--- config.mk ---
export PLATFORM = sky130hd
export DESIGN_NAME = epv_fault_cmbuf
export DESIGN_NICKNAME = d
export VERILOG_FILES = /design/src/hdl/epv_pkg.sv /design/src/hdl/epv_fault_cmbuf.sv /design/src/hdl/epv_sync.sv
export SDC_FILE = /design/constraint.sdc
export NUM_CORES = 1
export LEC_CHECK = 0
export ABC_CLOCK_PERIOD_IN_PS = 2550
export BUFFER_PORTS_ARGS = -buffer_cell sky130_fd_sc_hd__buf_2
export CORE_MARGIN = 4
export CORE_UTILIZATION = 52
export CTS_BUF_LIST = sky130_fd_sc_hd__clkbuf_16
export CTS_CLUSTER_SIZE = 25
export DETAILED_ROUTE_END_ITERATION = 10
export HOLD_SLACK_MARGIN = 0.12
export PLACE_DENSITY = 0.84
export SKIP_LAST_GASP = 1
export SLEW_MARGIN = 20
export SYNTH_ARGS = -nofsm -noshare
export SYNTH_HDL_FRONTEND = slang
export SYNTH_HIERARCHICAL = 1
export SYNTH_SLANG_ARGS = --single-unit
--- constraint.sdc ---
create_clock -name i_ref_clk -period 2.55 [get_ports i_ref_clk]
set_clock_uncertainty 0.05 [all_clocks]
set_input_delay 0.255 -clock i_ref_clk [delete_from_list [all_inputs] [get_ports i_ref_clk]]
set_output_delay 0.255 -clock i_ref_clk [all_outputs]
set_load 0.02 [all_outputs]
--- src/hdl/epv_pkg.sv ---
// constants and carrier types for the fault pin and common-mode control
package epv_pkg;

    // ------------------------------------------------------------
    // register offsets and reset values
    // ------------------------------------------------------------
    localparam logic [7:0] ADDR_FAULT_SRC = 8'h22;
    localparam logic [7:0] ADDR_FAULT_CTRL = 8'h23;
    localparam logic [7:0] ADDR_CMBUF = 8'h24;
    localparam logic [7:0] RST_FAULT_SRC = 8'h00;
    localparam logic [7:0] RST_FAULT_CTRL = 8'h00;
    localparam logic [7:0] RST_CMBUF = 8'h00;

    // ------------------------------------------------------------
    // field positions
    // ------------------------------------------------------------
    localparam int SRC_OVR_BIT = 5;
    localparam int SRC_INT_BIT = 4;
    localparam int SRC_SPI_BIT = 3;
    localparam int CTRL_IN_STATUS_BIT = 2;
    localparam int CTRL_IN_EN_BIT = 1;
    localparam int CTRL_OUT_EN_BIT = 0;
    localparam int CMB_PWRDN_BIT = 6;
    localparam int CMB_RATIO_MSB = 5;
    localparam int CMB_RATIO_LSB = 1;
    localparam int CMB_SRC_BIT = 0;

    // writable bits of each register
    localparam logic [7:0] MASK_FAULT_SRC = 8'h38;
    localparam logic [7:0] MASK_FAULT_CTRL = 8'h03;
    localparam logic [7:0] MASK_CMBUF = 8'h7f;

    // ------------------------------------------------------------
    // ratio codes, numerator in twentieths of the reference
    // ------------------------------------------------------------
    localparam logic [4:0] RATIO_HALF_CODE = 5'h00;
    localparam logic [4:0] RATIO_HI_FIRST = 5'h02;
    localparam logic [4:0] RATIO_HI_LAST = 5'h0a;
    localparam logic [4:0] RATIO_LO_FIRST = 5'h0b;
    localparam logic [4:0] RATIO_LO_LAST = 5'h13;
    localparam logic [4:0] NUM_HALF = 5'h0a;
    localparam logic [4:0] NUM_HI_TOP = 5'h15;
    localparam logic [4:0] NUM_LO_TOP = 5'h14;

    // ------------------------------------------------------------
    // serial link check word
    // ------------------------------------------------------------
    localparam logic [7:0] CRC_POLY = 8'h07;
    localparam logic [7:0] CRC_INIT = 8'h00;
    localparam int N_INT_ERR = 6;

    // internal error sources and their detector enables
    typedef struct packed {
        logic [N_INT_ERR-1:0] flag;
        logic [N_INT_ERR-1:0] det_en;
    } epv_int_err_t;

    // serial-interface error flags from the host port
    typedef struct packed {
        logic rd_err;
        logic wr_err;
        logic sclk_err;
    } epv_spi_err_t;

    // register port request
    typedef struct packed {
        logic wr;
        logic rd;
        logic [7:0] addr;
        logic [7:0] wdata;
        logic [7:0] wcrc;
    } epv_reg_req_t;

endpackage

--- src/hdl/epv_fault_cmbuf.sv ---
// fault pin routing, daisy-chain input and common-mode buffer control
`timescale 1ns/100ps
module epv_fault_cmbuf (
    // clock and reset
    input wire logic i_ref_clk,
    input wire logic i_reset_n,
    // register port from the serial host engine
    input wire epv_pkg::epv_reg_req_t i_reg_req,
    output logic o_reg_rvalid,
    output logic [7:0] o_reg_rdata,
    output logic [7:0] o_reg_rcrc,
    // diagnostic controls and error detectors
    input wire logic i_spi_crc_en,
    input wire logic i_spi_crc_clr,
    input wire logic i_overrange_err,
    input wire epv_pkg::epv_int_err_t i_int_err,
    input wire epv_pkg::epv_spi_err_t i_spi_err,
    output logic o_spi_crc_err,
    // fault pins
    input wire logic i_fault_input_pin,
    output logic o_fault_output_pin,
    output logic o_fault_output_oe,
    // common-mode buffer controls
    output logic o_common_buffer_powerdown,
    output logic o_common_level_source_select,
    output logic [4:0] o_common_level_ratio_code,
    output logic [4:0] o_common_level_numerator
);

    // ------------------------------------------------------------
    // functions
    // ------------------------------------------------------------
    function automatic logic [7:0] crc8(input logic [15:0] d);
        logic [7:0] c;
        logic fb;
        c = epv_pkg::CRC_INIT;
        for (int i = 15; i >= 0; i--) begin
            fb = c[7] ^ d[i];
            c = {c[6:0], 1'b0} ^ (fb ? epv_pkg::CRC_POLY : 8'h00);
        end
        return c;
    endfunction

    // ratio code to numerator over twenty
    function automatic logic [4:0] ratio_num(input logic [4:0] code);
        logic [4:0] n;
        n = epv_pkg::NUM_HALF;
        if (code >= epv_pkg::RATIO_HI_FIRST &&
            code <= epv_pkg::RATIO_HI_LAST) begin
            n = 5'(epv_pkg::NUM_HI_TOP - code);
        end else if (code >= epv_pkg::RATIO_LO_FIRST &&
            code <= epv_pkg::RATIO_LO_LAST) begin
            n = 5'(epv_pkg::NUM_LO_TOP - code);
        end
        return n;
    endfunction

    // ------------------------------------------------------------
    // input pin synchroniser
    // ------------------------------------------------------------
    logic fault_in_sync;

    epv_sync u_fault_in_sync (
        .i_ref_clk(i_ref_clk),
        .i_reset_n(i_reset_n),
        .i_async(i_fault_input_pin),
        .o_sync(fault_in_sync)
    );

    // ------------------------------------------------------------
    // register file
    // ------------------------------------------------------------
    logic [7:0] src_reg;
    logic [7:0] src_next;
    logic [7:0] ctrl_reg;
    logic [7:0] ctrl_next;
    logic [7:0] cmb_reg;
    logic [7:0] cmb_next;
    logic crc_flag_reg;
    logic crc_flag_next;
    logic crc_bad;
    logic wr_ok;
    logic [7:0] rd_mux;

    always_comb begin
        src_next = src_reg;
        ctrl_next = ctrl_reg;
        cmb_next = cmb_reg;
        crc_bad = i_spi_crc_en && i_reg_req.wr &&
            (crc8({i_reg_req.addr, i_reg_req.wdata}) != i_reg_req.wcrc);
        // with checking on, a write with a bad check word is dropped
        wr_ok = i_reg_req.wr && !crc_bad;
        if (wr_ok) begin
            case (i_reg_req.addr)
                epv_pkg::ADDR_FAULT_SRC: begin
                    src_next = i_reg_req.wdata & epv_pkg::MASK_FAULT_SRC;
                end
                epv_pkg::ADDR_FAULT_CTRL: begin
                    ctrl_next = i_reg_req.wdata & epv_pkg::MASK_FAULT_CTRL;
                end
                epv_pkg::ADDR_CMBUF: begin
                    cmb_next = i_reg_req.wdata & epv_pkg::MASK_CMBUF;
                end
                default: begin
                end
            endcase
        end
        // set wins over clear
        crc_flag_next = crc_bad || (crc_flag_reg && !i_spi_crc_clr);
    end

    always_ff @(posedge i_ref_clk or negedge i_reset_n) begin
        if (!i_reset_n) begin
            src_reg <= epv_pkg::RST_FAULT_SRC;
            ctrl_reg <= epv_pkg::RST_FAULT_CTRL;
            cmb_reg <= epv_pkg::RST_CMBUF;
            crc_flag_reg <= 1'b0;
        end else begin
            src_reg <= src_next;
            ctrl_reg <= ctrl_next;
            cmb_reg <= cmb_next;
            crc_flag_reg <= crc_flag_next;
        end
    end

    // ------------------------------------------------------------
    // fault input latch and fault output
    // ------------------------------------------------------------
    logic in_latch_reg;
    logic in_latch_next;
    logic fault_reg;
    logic fault_next;
    logic oe_reg;
    logic oe_next;
    logic int_active;
    logic spi_active;

    always_comb begin
        in_latch_next = ctrl_reg[epv_pkg::CTRL_IN_EN_BIT] && fault_in_sync;
        int_active = |(i_int_err.flag & i_int_err.det_en);
        spi_active = i_spi_err.rd_err || i_spi_err.wr_err ||
            i_spi_err.sclk_err || crc_flag_reg;
        fault_next = ctrl_reg[epv_pkg::CTRL_OUT_EN_BIT] && (
            (src_reg[epv_pkg::SRC_OVR_BIT] && i_overrange_err) ||
            (src_reg[epv_pkg::SRC_INT_BIT] && int_active) ||
            (src_reg[epv_pkg::SRC_SPI_BIT] && spi_active) ||
            (ctrl_reg[epv_pkg::CTRL_IN_EN_BIT] && in_latch_reg));
        oe_next = ctrl_reg[epv_pkg::CTRL_OUT_EN_BIT];
    end

    always_ff @(posedge i_ref_clk or negedge i_reset_n) begin
        if (!i_reset_n) begin
            in_latch_reg <= 1'b0;
            fault_reg <= 1'b0;
            oe_reg <= 1'b0;
        end else begin
            in_latch_reg <= in_latch_next;
            fault_reg <= fault_next;
            oe_reg <= oe_next;
        end
    end

    // ------------------------------------------------------------
    // read path with appended check word
    // ------------------------------------------------------------
    logic rvalid_reg;
    logic [7:0] rdata_reg;
    logic [7:0] rdata_next;
    logic [7:0] rcrc_reg;
    logic [7:0] rcrc_next;

    always_comb begin
        case (i_reg_req.addr)
            epv_pkg::ADDR_FAULT_SRC: begin
                rd_mux = src_reg;
            end
            epv_pkg::ADDR_FAULT_CTRL: begin
                rd_mux = ctrl_reg;
                rd_mux[epv_pkg::CTRL_IN_STATUS_BIT] = in_latch_reg;
            end
            epv_pkg::ADDR_CMBUF: begin
                rd_mux = cmb_reg;
            end
            default: begin
                rd_mux = 8'h00;
            end
        endcase
        rdata_next = i_reg_req.rd ? rd_mux : 8'h00;
        rcrc_next = (i_reg_req.rd && i_spi_crc_en) ?
            crc8({i_reg_req.addr, rd_mux}) : 8'h00;
    end

    always_ff @(posedge i_ref_clk or negedge i_reset_n) begin
        if (!i_reset_n) begin
            rvalid_reg <= 1'b0;
            rdata_reg <= 8'h00;
            rcrc_reg <= 8'h00;
        end else begin
            rvalid_reg <= i_reg_req.rd;
            rdata_reg <= rdata_next;
            rcrc_reg <= rcrc_next;
        end
    end

    // ------------------------------------------------------------
    // common-mode buffer outputs
    // ------------------------------------------------------------
    logic pd_reg;
    logic sel_reg;
    logic [4:0] code_reg;
    logic [4:0] num_reg;
    logic [4:0] num_next;

    always_comb begin
        // half supply ignores the ratio field
        num_next = cmb_reg[epv_pkg::CMB_SRC_BIT] ? epv_pkg::NUM_HALF :
            ratio_num(cmb_reg[epv_pkg::CMB_RATIO_MSB:
                epv_pkg::CMB_RATIO_LSB]);
    end

    always_ff @(posedge i_ref_clk or negedge i_reset_n) begin
        if (!i_reset_n) begin
            pd_reg <= 1'b0;
            sel_reg <= 1'b0;
            code_reg <= epv_pkg::RATIO_HALF_CODE;
            num_reg <= epv_pkg::NUM_HALF;
        end else begin
            pd_reg <= cmb_reg[epv_pkg::CMB_PWRDN_BIT];
            sel_reg <= cmb_reg[epv_pkg::CMB_SRC_BIT];
            code_reg <= cmb_reg[epv_pkg::CMB_RATIO_MSB:
                epv_pkg::CMB_RATIO_LSB];
            num_reg <= num_next;
        end
    end

    assign o_reg_rvalid = rvalid_reg;
    assign o_reg_rdata = rdata_reg;
    assign o_reg_rcrc = rcrc_reg;
    assign o_spi_crc_err = crc_flag_reg;
    assign o_fault_output_pin = fault_reg;
    assign o_fault_output_oe = oe_reg;
    assign o_common_buffer_powerdown = pd_reg;
    assign o_common_level_source_select = sel_reg;
    assign o_common_level_ratio_code = code_reg;
    assign o_common_level_numerator = num_reg;
endmodule

--- src/hdl/epv_sync.sv ---
// two flip-flop synchroniser for asynchronous pin levels
`timescale 1ns/100ps
module epv_sync (
    // clock and reset
    input wire logic i_ref_clk,
    input wire logic i_reset_n,
    // level in and out
    input wire logic i_async,
    output logic o_sync
);

    logic meta_reg;
    logic meta_next;
    logic sync_reg;
    logic sync_next;

    always_comb begin
        meta_next = i_async;
        sync_next = meta_reg;
    end

    always_ff @(posedge i_ref_clk or negedge i_reset_n) begin
        if (!i_reset_n) begin
            meta_reg <= 1'b0;
            sync_reg <= 1'b0;
        end else begin
            meta_reg <= meta_next;
            sync_reg <= sync_next;
        end
    end

    assign o_sync = sync_reg;

endmodule
==> run_results.csv, run 1 <==
group,metric,value,unit
logic_synthesis,postSynth.topFlopCell,"sky130_fd_sc_hd__dfrtp_1",
cts,clock_tree.root_cell,"sky130_fd_sc_hd__clkbuf_16",
route,via_count,2118,
finish,syn2layout_area_growth,35.7,%
status,run_status,"finished, final reports clean",
timing,max_slew.worst_pin.slew,0.943,ns
logic_synthesis,post_synth.cell_area_avg,12.1,sq um
timing,final_max_slew_viol_count,0,
grt,grt_pass1_vias,2078,
critical_path,critical_path.startpoint_type,"input port",
place,gp_congestion,0.833,
logic_synthesis,synth_sequential_area_ratio,42.5,%
timing,timing_hold_violations_final,0,
critical_path,cp_slowest_cell,"sky130_fd_sc_hd__mux2_2",
grt,antenna_found_initial,0,
cts,cts_bufs_inserted,5,
critical_path,crit_chain,"buf_6, inv_2, ha_4, buf_4, xnor2_2, xnor3_1, and2_1, mux2i_1, nor4_4, buf_4, o211ai_4, mux2_2",
place,port-buffer-count,77,
finish,layout-drive-gt1-share,43.5,%
power,pwr-share-seq,35.8,%
finish,final_design_area_no_fill,3690,sq um
logic_synthesis,synth_fa_ha_area_share,4.61,%
power,power_per_cell_area,596,nW/um^2
die,initial_cell_density_of_the_core,53.5,%
cts,clock_insertion_delay_worst_skew,0.29,ns
logic_synthesis,syn-instance-count,225,
route,drc,0,
logic_synthesis,synth.mux.area_fraction,6.08,%
power,power_frac_comb,30.9,%
route,first_iter_violations,193,
grt,grt_util_all_layers,21.3,%
cts,numClockSinks,46,
critical_path,crit_fanout,7,
die,top_level_ports,79,
timing,unrepaired_setup_endpoints_after_global_routing,"yes",
power,power_report.internal_total,1.58,mW
critical_path,worst_ep_arrival_time,2.62,ns
logic_synthesis,largest_family_of_logic_cells_by_synthesized_area,"XOR/XNOR gates",
logic_synthesis,synth_top_cell_by_area,"sky130_fd_sc_hd__dfrtp_1",
die,core_area,5070,sq um
logic_synthesis,yosys.area_share.simple,8.52,%
logic_synthesis,synthesized_area_fraction_occupied_by_ao_oa_aoi_and_oai_cells,9.07,%
cts,cts-root-to-sink-buffers,2,
job,maxCapViolations,0,
die,die-width,80.3,um
power,power.ir.vdd_worst,0.340,mV
timing,setup_violations,0,
logic_synthesis,synth_cell_types,46,
route,pre_antenna_drt_iters,4,
logic_synthesis,synth.top_cell.area_share,40.5,%
die,row_count,26,
logic_synthesis,post_synth_xor_area_fraction,26.3,%
cts,clock_tree_from_tritoncts,"built",
critical_path,worst_setup_path_end_kind,"flop",
timing,post-route-min-period,2.50,ns
grt,grt_pass1_wl,10.2,mm
cts,cts_h_tree_lvls,2,
logic_synthesis,post_synth_main_area_contributors,"sky130_fd_sc_hd__dfrtp_1 (41%), sky130_fd_sc_hd__xnor2_1 (11%), sky130_fd_sc_hd__xnor3_1 (6.6%)",
finish,num-nets-final,394,
finish,antenna-diode-count,0,
critical_path,critical_path.most_common_cell,"sky130_fd_sc_hd__buf_4",
grt,maximum_number_of_pins_on_one_net_before_global_route_repair,47,
timing,period_share,98.1,%
cts,clk_pin_slew_worst_paths,0.06,ns
power,power_total,2.20,mW
critical_path,crit_path_max_incr_delay,0.39,ns
finish,largest_reg_flops,8,
place,place_hpwl,4.97,mm
logic_synthesis,async_reset_ff_share,100,%
timing,hold-worst-slack,0.199,ns
logic_synthesis,post_synthesis_sequential_element_count,46,
finish,most_frequent_cells_in_the_layout,"sky130_fd_sc_hd__buf_2 (75), sky130_fd_sc_hd__dfrtp_1 (44), sky130_fd_sc_hd__xnor2_1 (33), sky130_fd_sc_hd__buf_4 (29), sky130_fd_sc_hd__nor2_1 (17)",
place,dpl-instance-area,3370,sq um
grt,overall_overflow_remaining_after_global_route,0,
logic_synthesis,synth.net_count,282,
power,p_sw,0.613,mW
route,post_drt_via_cell_ratio,5.19,
die,die_y,80.3,um
power,power.leakage,1.91,nW
logic_synthesis,synth-edff-count,0,
critical_path,cp.required,2.67,ns
route,drt_wl_total,6.72,mm
die,die_area,6440,sq um
min_path,hold_class,"in2reg",
logic_synthesis,syn-cell-area,2720,sq um
power,power.switching_fraction,27.9,%
power,power.clock.fraction,33.3,%
logic_synthesis,yosys_warnings,6,
timing,highest_achievable_clock_rate,0.400,GHz
route,ant_nets,0,
route,route.detailed.wl_per_inst,16.5,um
finish,final_common_cell,"sky130_fd_sc_hd__buf_2",
timing,timing.max_slew.rel_slack,37.1,%
critical_path,worstSetupPathType,"in2reg",
## area by class of cell
class                           instances  area, sq um
Tap cell                               70         87.6
Inverter                               13         51.3
Timing Repair Buffer                  110          656
Clock inverter                          3         43.8
Fill cell                             341         1390
Clock buffer                            5          125
Multi-Input combinational cell        161         1570
Sequential cell                        46         1150
## worst paths after layout
path	startpoint	end	slack [ns]	cells past startpoint
setup / recovery	i_reg_req[23]	cmb_reg[5]$_DFFE_PN0P_	0.05	12
hold reg to reg	u_fault_in_sync/meta_reg$_DFF_PN0_	u_fault_in_sync/o_sync$_DFF_PN0_	0.31	0
max in group asynchronous	i_reset_n	o_reg_rcrc[6]$_DFF_PN0_	1.25	2
min in group asynchronous	i_reset_n	o_common_level_ratio_code[2]$_DFF_PN0_	0.60	2
hold / removal	i_reg_req[10]	cmb_reg[2]$_DFFE_PN0P_	0.20	2
setup reg to reg	cmb_reg[2]$_DFFE_PN0P_	o_common_level_numerator[3]$_DFF_PN1_	0.56	7
## cell usage after synthesis, drive strengths merged, types with 6 or more instances
cell type / count
xnor2: 36
nor2: 17
mux2: 12
inv: 13
xor2: 15
xnor3: 9
dfrtp: 44
ha: 10
a22o: 6
and2: 8
a22oi: 6
## power by group through the flow
| stage | clock network (mW) | registers [mW] | logic (mW) |
|---|---|---|---|
| floorplan | 0 | 0.837 | 0.387 |
| global placement | 0 | 0.797 | 0.611 |
| detailed placement | 0 | 0.800 | 0.633 |
| CTS | 0.741 | 0.786 | 0.642 |
| global route | 0.781 | 0.789 | 0.736 |
| finish | 0.732 | 0.786 | 0.679 |
## worst max-delay path, delay by kind of cell
family	cells	cell delay, ns
mux	2	0.61
xor+xnor	2	0.56
compound gates	1	0.29
buf+inv	4	0.46
simple gates	2	0.22
fa+ha+maj	1	0.22
## routing by layer
metal | track usage (%) | routed length (um) | vias up
met5 | 0 | 0 | -
met4 | 7.26 | 214 | 0
met3 | 2.91 | 386 | 20
met2 | 37.7 | 3480 | 95
met1 | 26.6 | 2640 | 1017
li1 | - | - | 986
## stage by stage
step                      cells  TNS (ns)  utilization (%)  setup WS (ns)
after floorplan             225   -0.0246                -        -0.0244
after global placement      392     -1.42             66.5         -0.143
after detailed placement    392     -2.84             66.5         -0.271
after CTS                   404         0             70.6         0.0251
after global routing        408    -0.192             72.6        -0.0526
final                       408         0             72.6         0.0482
## logic make-up after synthesis
group / count (synthesis)
compound gates: 30
xor+xnor: 62
fa+ha+maj: 10
buf+inv: 18
flops: 46
mux: 15
other cells: 1
simple gates: 43
## repair_timing
item / in CTS / in global routing
gates resized for setup: 0 / 13
setup buffers: 0 / 4
hold buffers: 4 / 0
hold endpoints to repair: 47 / 0
setup endpoints to repair: 0 / 12
Note: power is estimated with default switching activity, not from simulation.
==> inputs of run 2 (changes only) <==
- ABC_AREA: default -> 1
- CORE_UTILIZATION: 52 -> 54
- PLACE_DENSITY: 0.84 -> 0.85
==> run 2 against run 1 <==
Net effect: combinational power down 14%; cell area up 1.6%; via count up 36%; worst setup slack better by 0.23 ns; routed wire length up 14%; hold slack worse by 0.079 ns; synthesized cell count up 77%; register-to-register slack better by 0.02 ns; fmax up 10%; power down 8.0%; clock power down 11%; critical path type unchanged; largest power group unchanged.
==> run_results.csv, run 2 <==
group,metric,value,unit
logic_synthesis,async_reset_ff_share,100,%
power,power.ir.vdd_worst,0.290,mV
finish,num-nets-final,545,
route,via_count,2885,
place,place_hpwl,6.16,mm
logic_synthesis,largest_family_of_logic_cells_by_synthesized_area,"simple AND/OR/NAND/NOR gates",
cts,clock_tree_from_tritoncts,"built",
cts,clock_insertion_delay_worst_skew,0.29,ns
route,post_drt_via_cell_ratio,5.14,
grt,overall_overflow_remaining_after_global_route,0,
die,core_area,5510,sq um
die,row_count,27,
route,dr_wl_met3,525,um
min_path,hp-start,"i_spi_crc_clr",
route,drc,0,
logic_synthesis,post_synth_main_area_contributors,"sky130_fd_sc_hd__dfrtp_1 (36%), sky130_fd_sc_hd__nand2_1 (15%), sky130_fd_sc_hd__inv_1 (6.1%)",
grt,maximum_number_of_pins_on_one_net_before_global_route_repair,47,
finish,final_common_cell,"sky130_fd_sc_hd__nand2_1",
logic_synthesis,synth_cell_types,42,
route,top_signal_layer_used,"met4",
grt,grt_pass1_wl,12.6,mm
power,power_total,2.02,mW
route,ant_nets,0,
logic_synthesis,synthesized_area_fraction_occupied_by_ao_oa_aoi_and_oai_cells,6.00,%
job,maxCapViolations,0,
logic_synthesis,synth.net_count,456,
timing,setup_violations,0,
route,pre_antenna_drt_iters,5,
logic_synthesis,synth.top_cell.area_share,35.9,%
finish,antenna-diode-count,0,
timing,timing.max_slew.rel_slack,63.4,%
die,die_y,83.4,um
timing,post-route-min-period,2.27,ns
finish,layout.cells.non_filler,561,
logic_synthesis,post_synthesis_sequential_element_count,46,
power,power.leakage,2.14,nW
critical_path,critical_path.startpoint_type,"input port",
timing,max_slew.worst_pin.slew,0.549,ns
route,drt_wl_total,7.65,mm
place,dpl.cell_count,548,
timing,highest_achievable_clock_rate,0.440,GHz
cts,clk_pin_slew_worst_paths,0.06,ns
grt,grt_pass1_vias,2890,
grt,grt_util_all_layers,22.4,%
place,place_ws,-0.0129,ns
critical_path,r2r-start,"cmb_reg[2]$_DFFE_PN0P_",
logic_synthesis,syn-cell-area,3070,sq um
cts,clock_tree.root_cell,"sky130_fd_sc_hd__clkbuf_16",
route,routed_metal_1_wirelength,3.10,mm
logic_synthesis,syn-instance-count,399,
die,die_area,6950,sq um
logic_synthesis,post_synth.cell_area_avg,7.69,sq um
die,initial_cell_density_of_the_core,55.7,%
finish,syn2layout_area_growth,22.1,%
timing,hold-worst-slack,0.120,ns
timing,final_max_slew_viol_count,0,
critical_path,worst_setup_path_end_kind,"flop",
place,gp_congestion,0.896,
logic_synthesis,postSynth.topFlopCell,"sky130_fd_sc_hd__dfrtp_1",
logic_synthesis,yosys.area_share.simple,37.2,%
logic_synthesis,yosys_warnings,6,
critical_path,worst_ep_arrival_time,2.40,ns
logic_synthesis,synth.mux.area_fraction,0,%
die,top_level_ports,79,
cts,cts-root-to-sink-buffers,2,
route,met2RoutedLength,3.92,mm
place,port-buffer-count,77,
timing,setup_tns_after_final_layout,0,ns
status,run_status,"finished, final reports clean",
logic_synthesis,post_synth_xor_area_fraction,6.81,%
finish,layout-drive-gt1-share,30.1,%
logic_synthesis,synth_fa_ha_area_share,4.08,%
route,first_iter_violations,149,
critical_path,crit_fanout,11,
power,power_per_cell_area,540,nW/um^2
die,die-width,83.4,um
timing,setup_ws,0.277,ns
finish,most_frequent_cells_in_the_layout,"sky130_fd_sc_hd__nand2_1 (122), sky130_fd_sc_hd__buf_2 (76), sky130_fd_sc_hd__inv_1 (50), sky130_fd_sc_hd__dfrtp_1 (44), sky130_fd_sc_hd__nand3_1 (31)",
critical_path,worstSetupPathType,"in2reg",
logic_synthesis,synth_sequential_area_ratio,37.6,%
cts,numClockSinks,46,
timing,timing_hold_violations_final,0,
critical_path,timing.critical_path.from,"i_reg_req[20]",
min_path,hold_class,"in2reg",
finish,largest_reg_flops,8,
timing,period_share,89.1,%
logic_synthesis,synth_top_cell_by_area,"sky130_fd_sc_hd__dfrtp_1",
route,route.detailed.wl_per_inst,13.6,um
cts,cts_bufs_inserted,5,
grt,antenna_found_initial,0,
logic_synthesis,synth.cells.most_frequent,"sky130_fd_sc_hd__nand2_1 (122), sky130_fd_sc_hd__inv_1 (50), sky130_fd_sc_hd__dfrtp_1 (44)",
cts,cts_h_tree_lvls,2,
critical_path,cp.required,2.68,ns
logic_synthesis,top_count_cell_post_synth,"sky130_fd_sc_hd__nand2_1",
logic_synthesis,synth-edff-count,0,
-- run 2: cell type report --
cell class | count | area, sq um
fill | 457 | 1760
multi-input combinational | 290 | 1660
sequential | 46 | 1150
timing repair buffer | 87 | 470
inverter | 58 | 218
clock buffer | 5 | 125
tap | 72 | 90.1
clock inverter | 3 | 23.8
-- run 2: report_power, final --
group / total, mW / switching [mW] / leakage [nW] / internal (mW)
clock: 0.649 / 0.283 / 0.0664 / 0.366
combinational: 0.586 / 0.374 / 1.46 / 0.212
sequential: 0.787 / 0.0177 / 0.620 / 0.769
total: 2.02 / 0.674 / 2.14 / 1.35
-- run 2: what timing repair did --
action	in CTS	in global routing
hold buffers	3	0
setup endpoints to repair	0	4
setup buffers	0	2
endpoints found under the hold margin	46	0
gates resized for setup	0	1
-- run 2: cell families (layout without fill, tap and decap cells) --
logic type | Yosys count | count (layout)
AOI/OAI and AO/OA | 26 | 26
and+or+nand+nor | 230 | 230
buffers and inverters | 63 | 153
DFF | 46 | 46
adders and majority gates | 10 | 10
xor gates and xnor gates | 23 | 23
other | 1 | 1
-- run 2: final timing paths --
| kind | endpoint | slack [ns] | cells past startpoint |
|---|---|---|---|
| setup / recovery | src_reg[3]$_DFFE_PN0P_ | 0.28 | 23 |
| hold / removal | o_spi_crc_err$_DFF_PN0_ | 0.12 | 2 |
| setup reg to reg | o_reg_rcrc[3]$_DFF_PN0_ | 0.58 | 6 |
| hold reg to reg | u_fault_in_sync/o_sync$_DFF_PN0_ | 0.31 | 0 |
| max in group asynchronous | o_common_level_numerator[1]$_DFF_PN1_ | 1.62 | 2 |
| min in group asynchronous | ctrl_reg[1]$_DFFE_PN0P_ | 0.44 | 2 |
-- run 2: per-stage QoR --
| stage | area [sq um] | util (%) |
|---|---|---|
| after detailed placement | 3550 | 64.4 |
| after CTS | 3720 | 67.6 |
| after floorplan | 3070 | - |
| final | 3740 | 68.0 |
| after global routing | 3740 | 68.0 |
| after global placement | 3550 | 64.4 |
-- run 2: per-layer routing --
layer	vias up	GRT usage (%)
met5	-	0
li1	1448	-
met3	12	4.37
met1	1317	27.1
met4	0	7.28
met2	108	39.9
-- run 2: critical path, stage by stage --
cell and delay [ns]:
sky130_fd_sc_hd__buf_2 0.13, sky130_fd_sc_hd__inv_2 0.06, sky130_fd_sc_hd__ha_1 0.30, sky130_fd_sc_hd__inv_1 0.06
sky130_fd_sc_hd__nand2_1 0.04, sky130_fd_sc_hd__nand2_1 0.14, sky130_fd_sc_hd__inv_1 0.10, sky130_fd_sc_hd__nand2_1 0.07
sky130_fd_sc_hd__nand2_1 0.09, sky130_fd_sc_hd__nand3_1 0.13, sky130_fd_sc_hd__nand2_1 0.06, sky130_fd_sc_hd__nand2_1 0.05
sky130_fd_sc_hd__nand2_1 0.06, sky130_fd_sc_hd__nand2_1 0.06, sky130_fd_sc_hd__nand2_1 0.04, sky130_fd_sc_hd__inv_1 0.04
sky130_fd_sc_hd__nand2_1 0.05, sky130_fd_sc_hd__nor2_2 0.09, sky130_fd_sc_hd__nand3_2 0.11, sky130_fd_sc_hd__nand2_4 0.16
sky130_fd_sc_hd__nand3_1 0.14, sky130_fd_sc_hd__nand2_1 0.10, sky130_fd_sc_hd__nand2_1 0.05
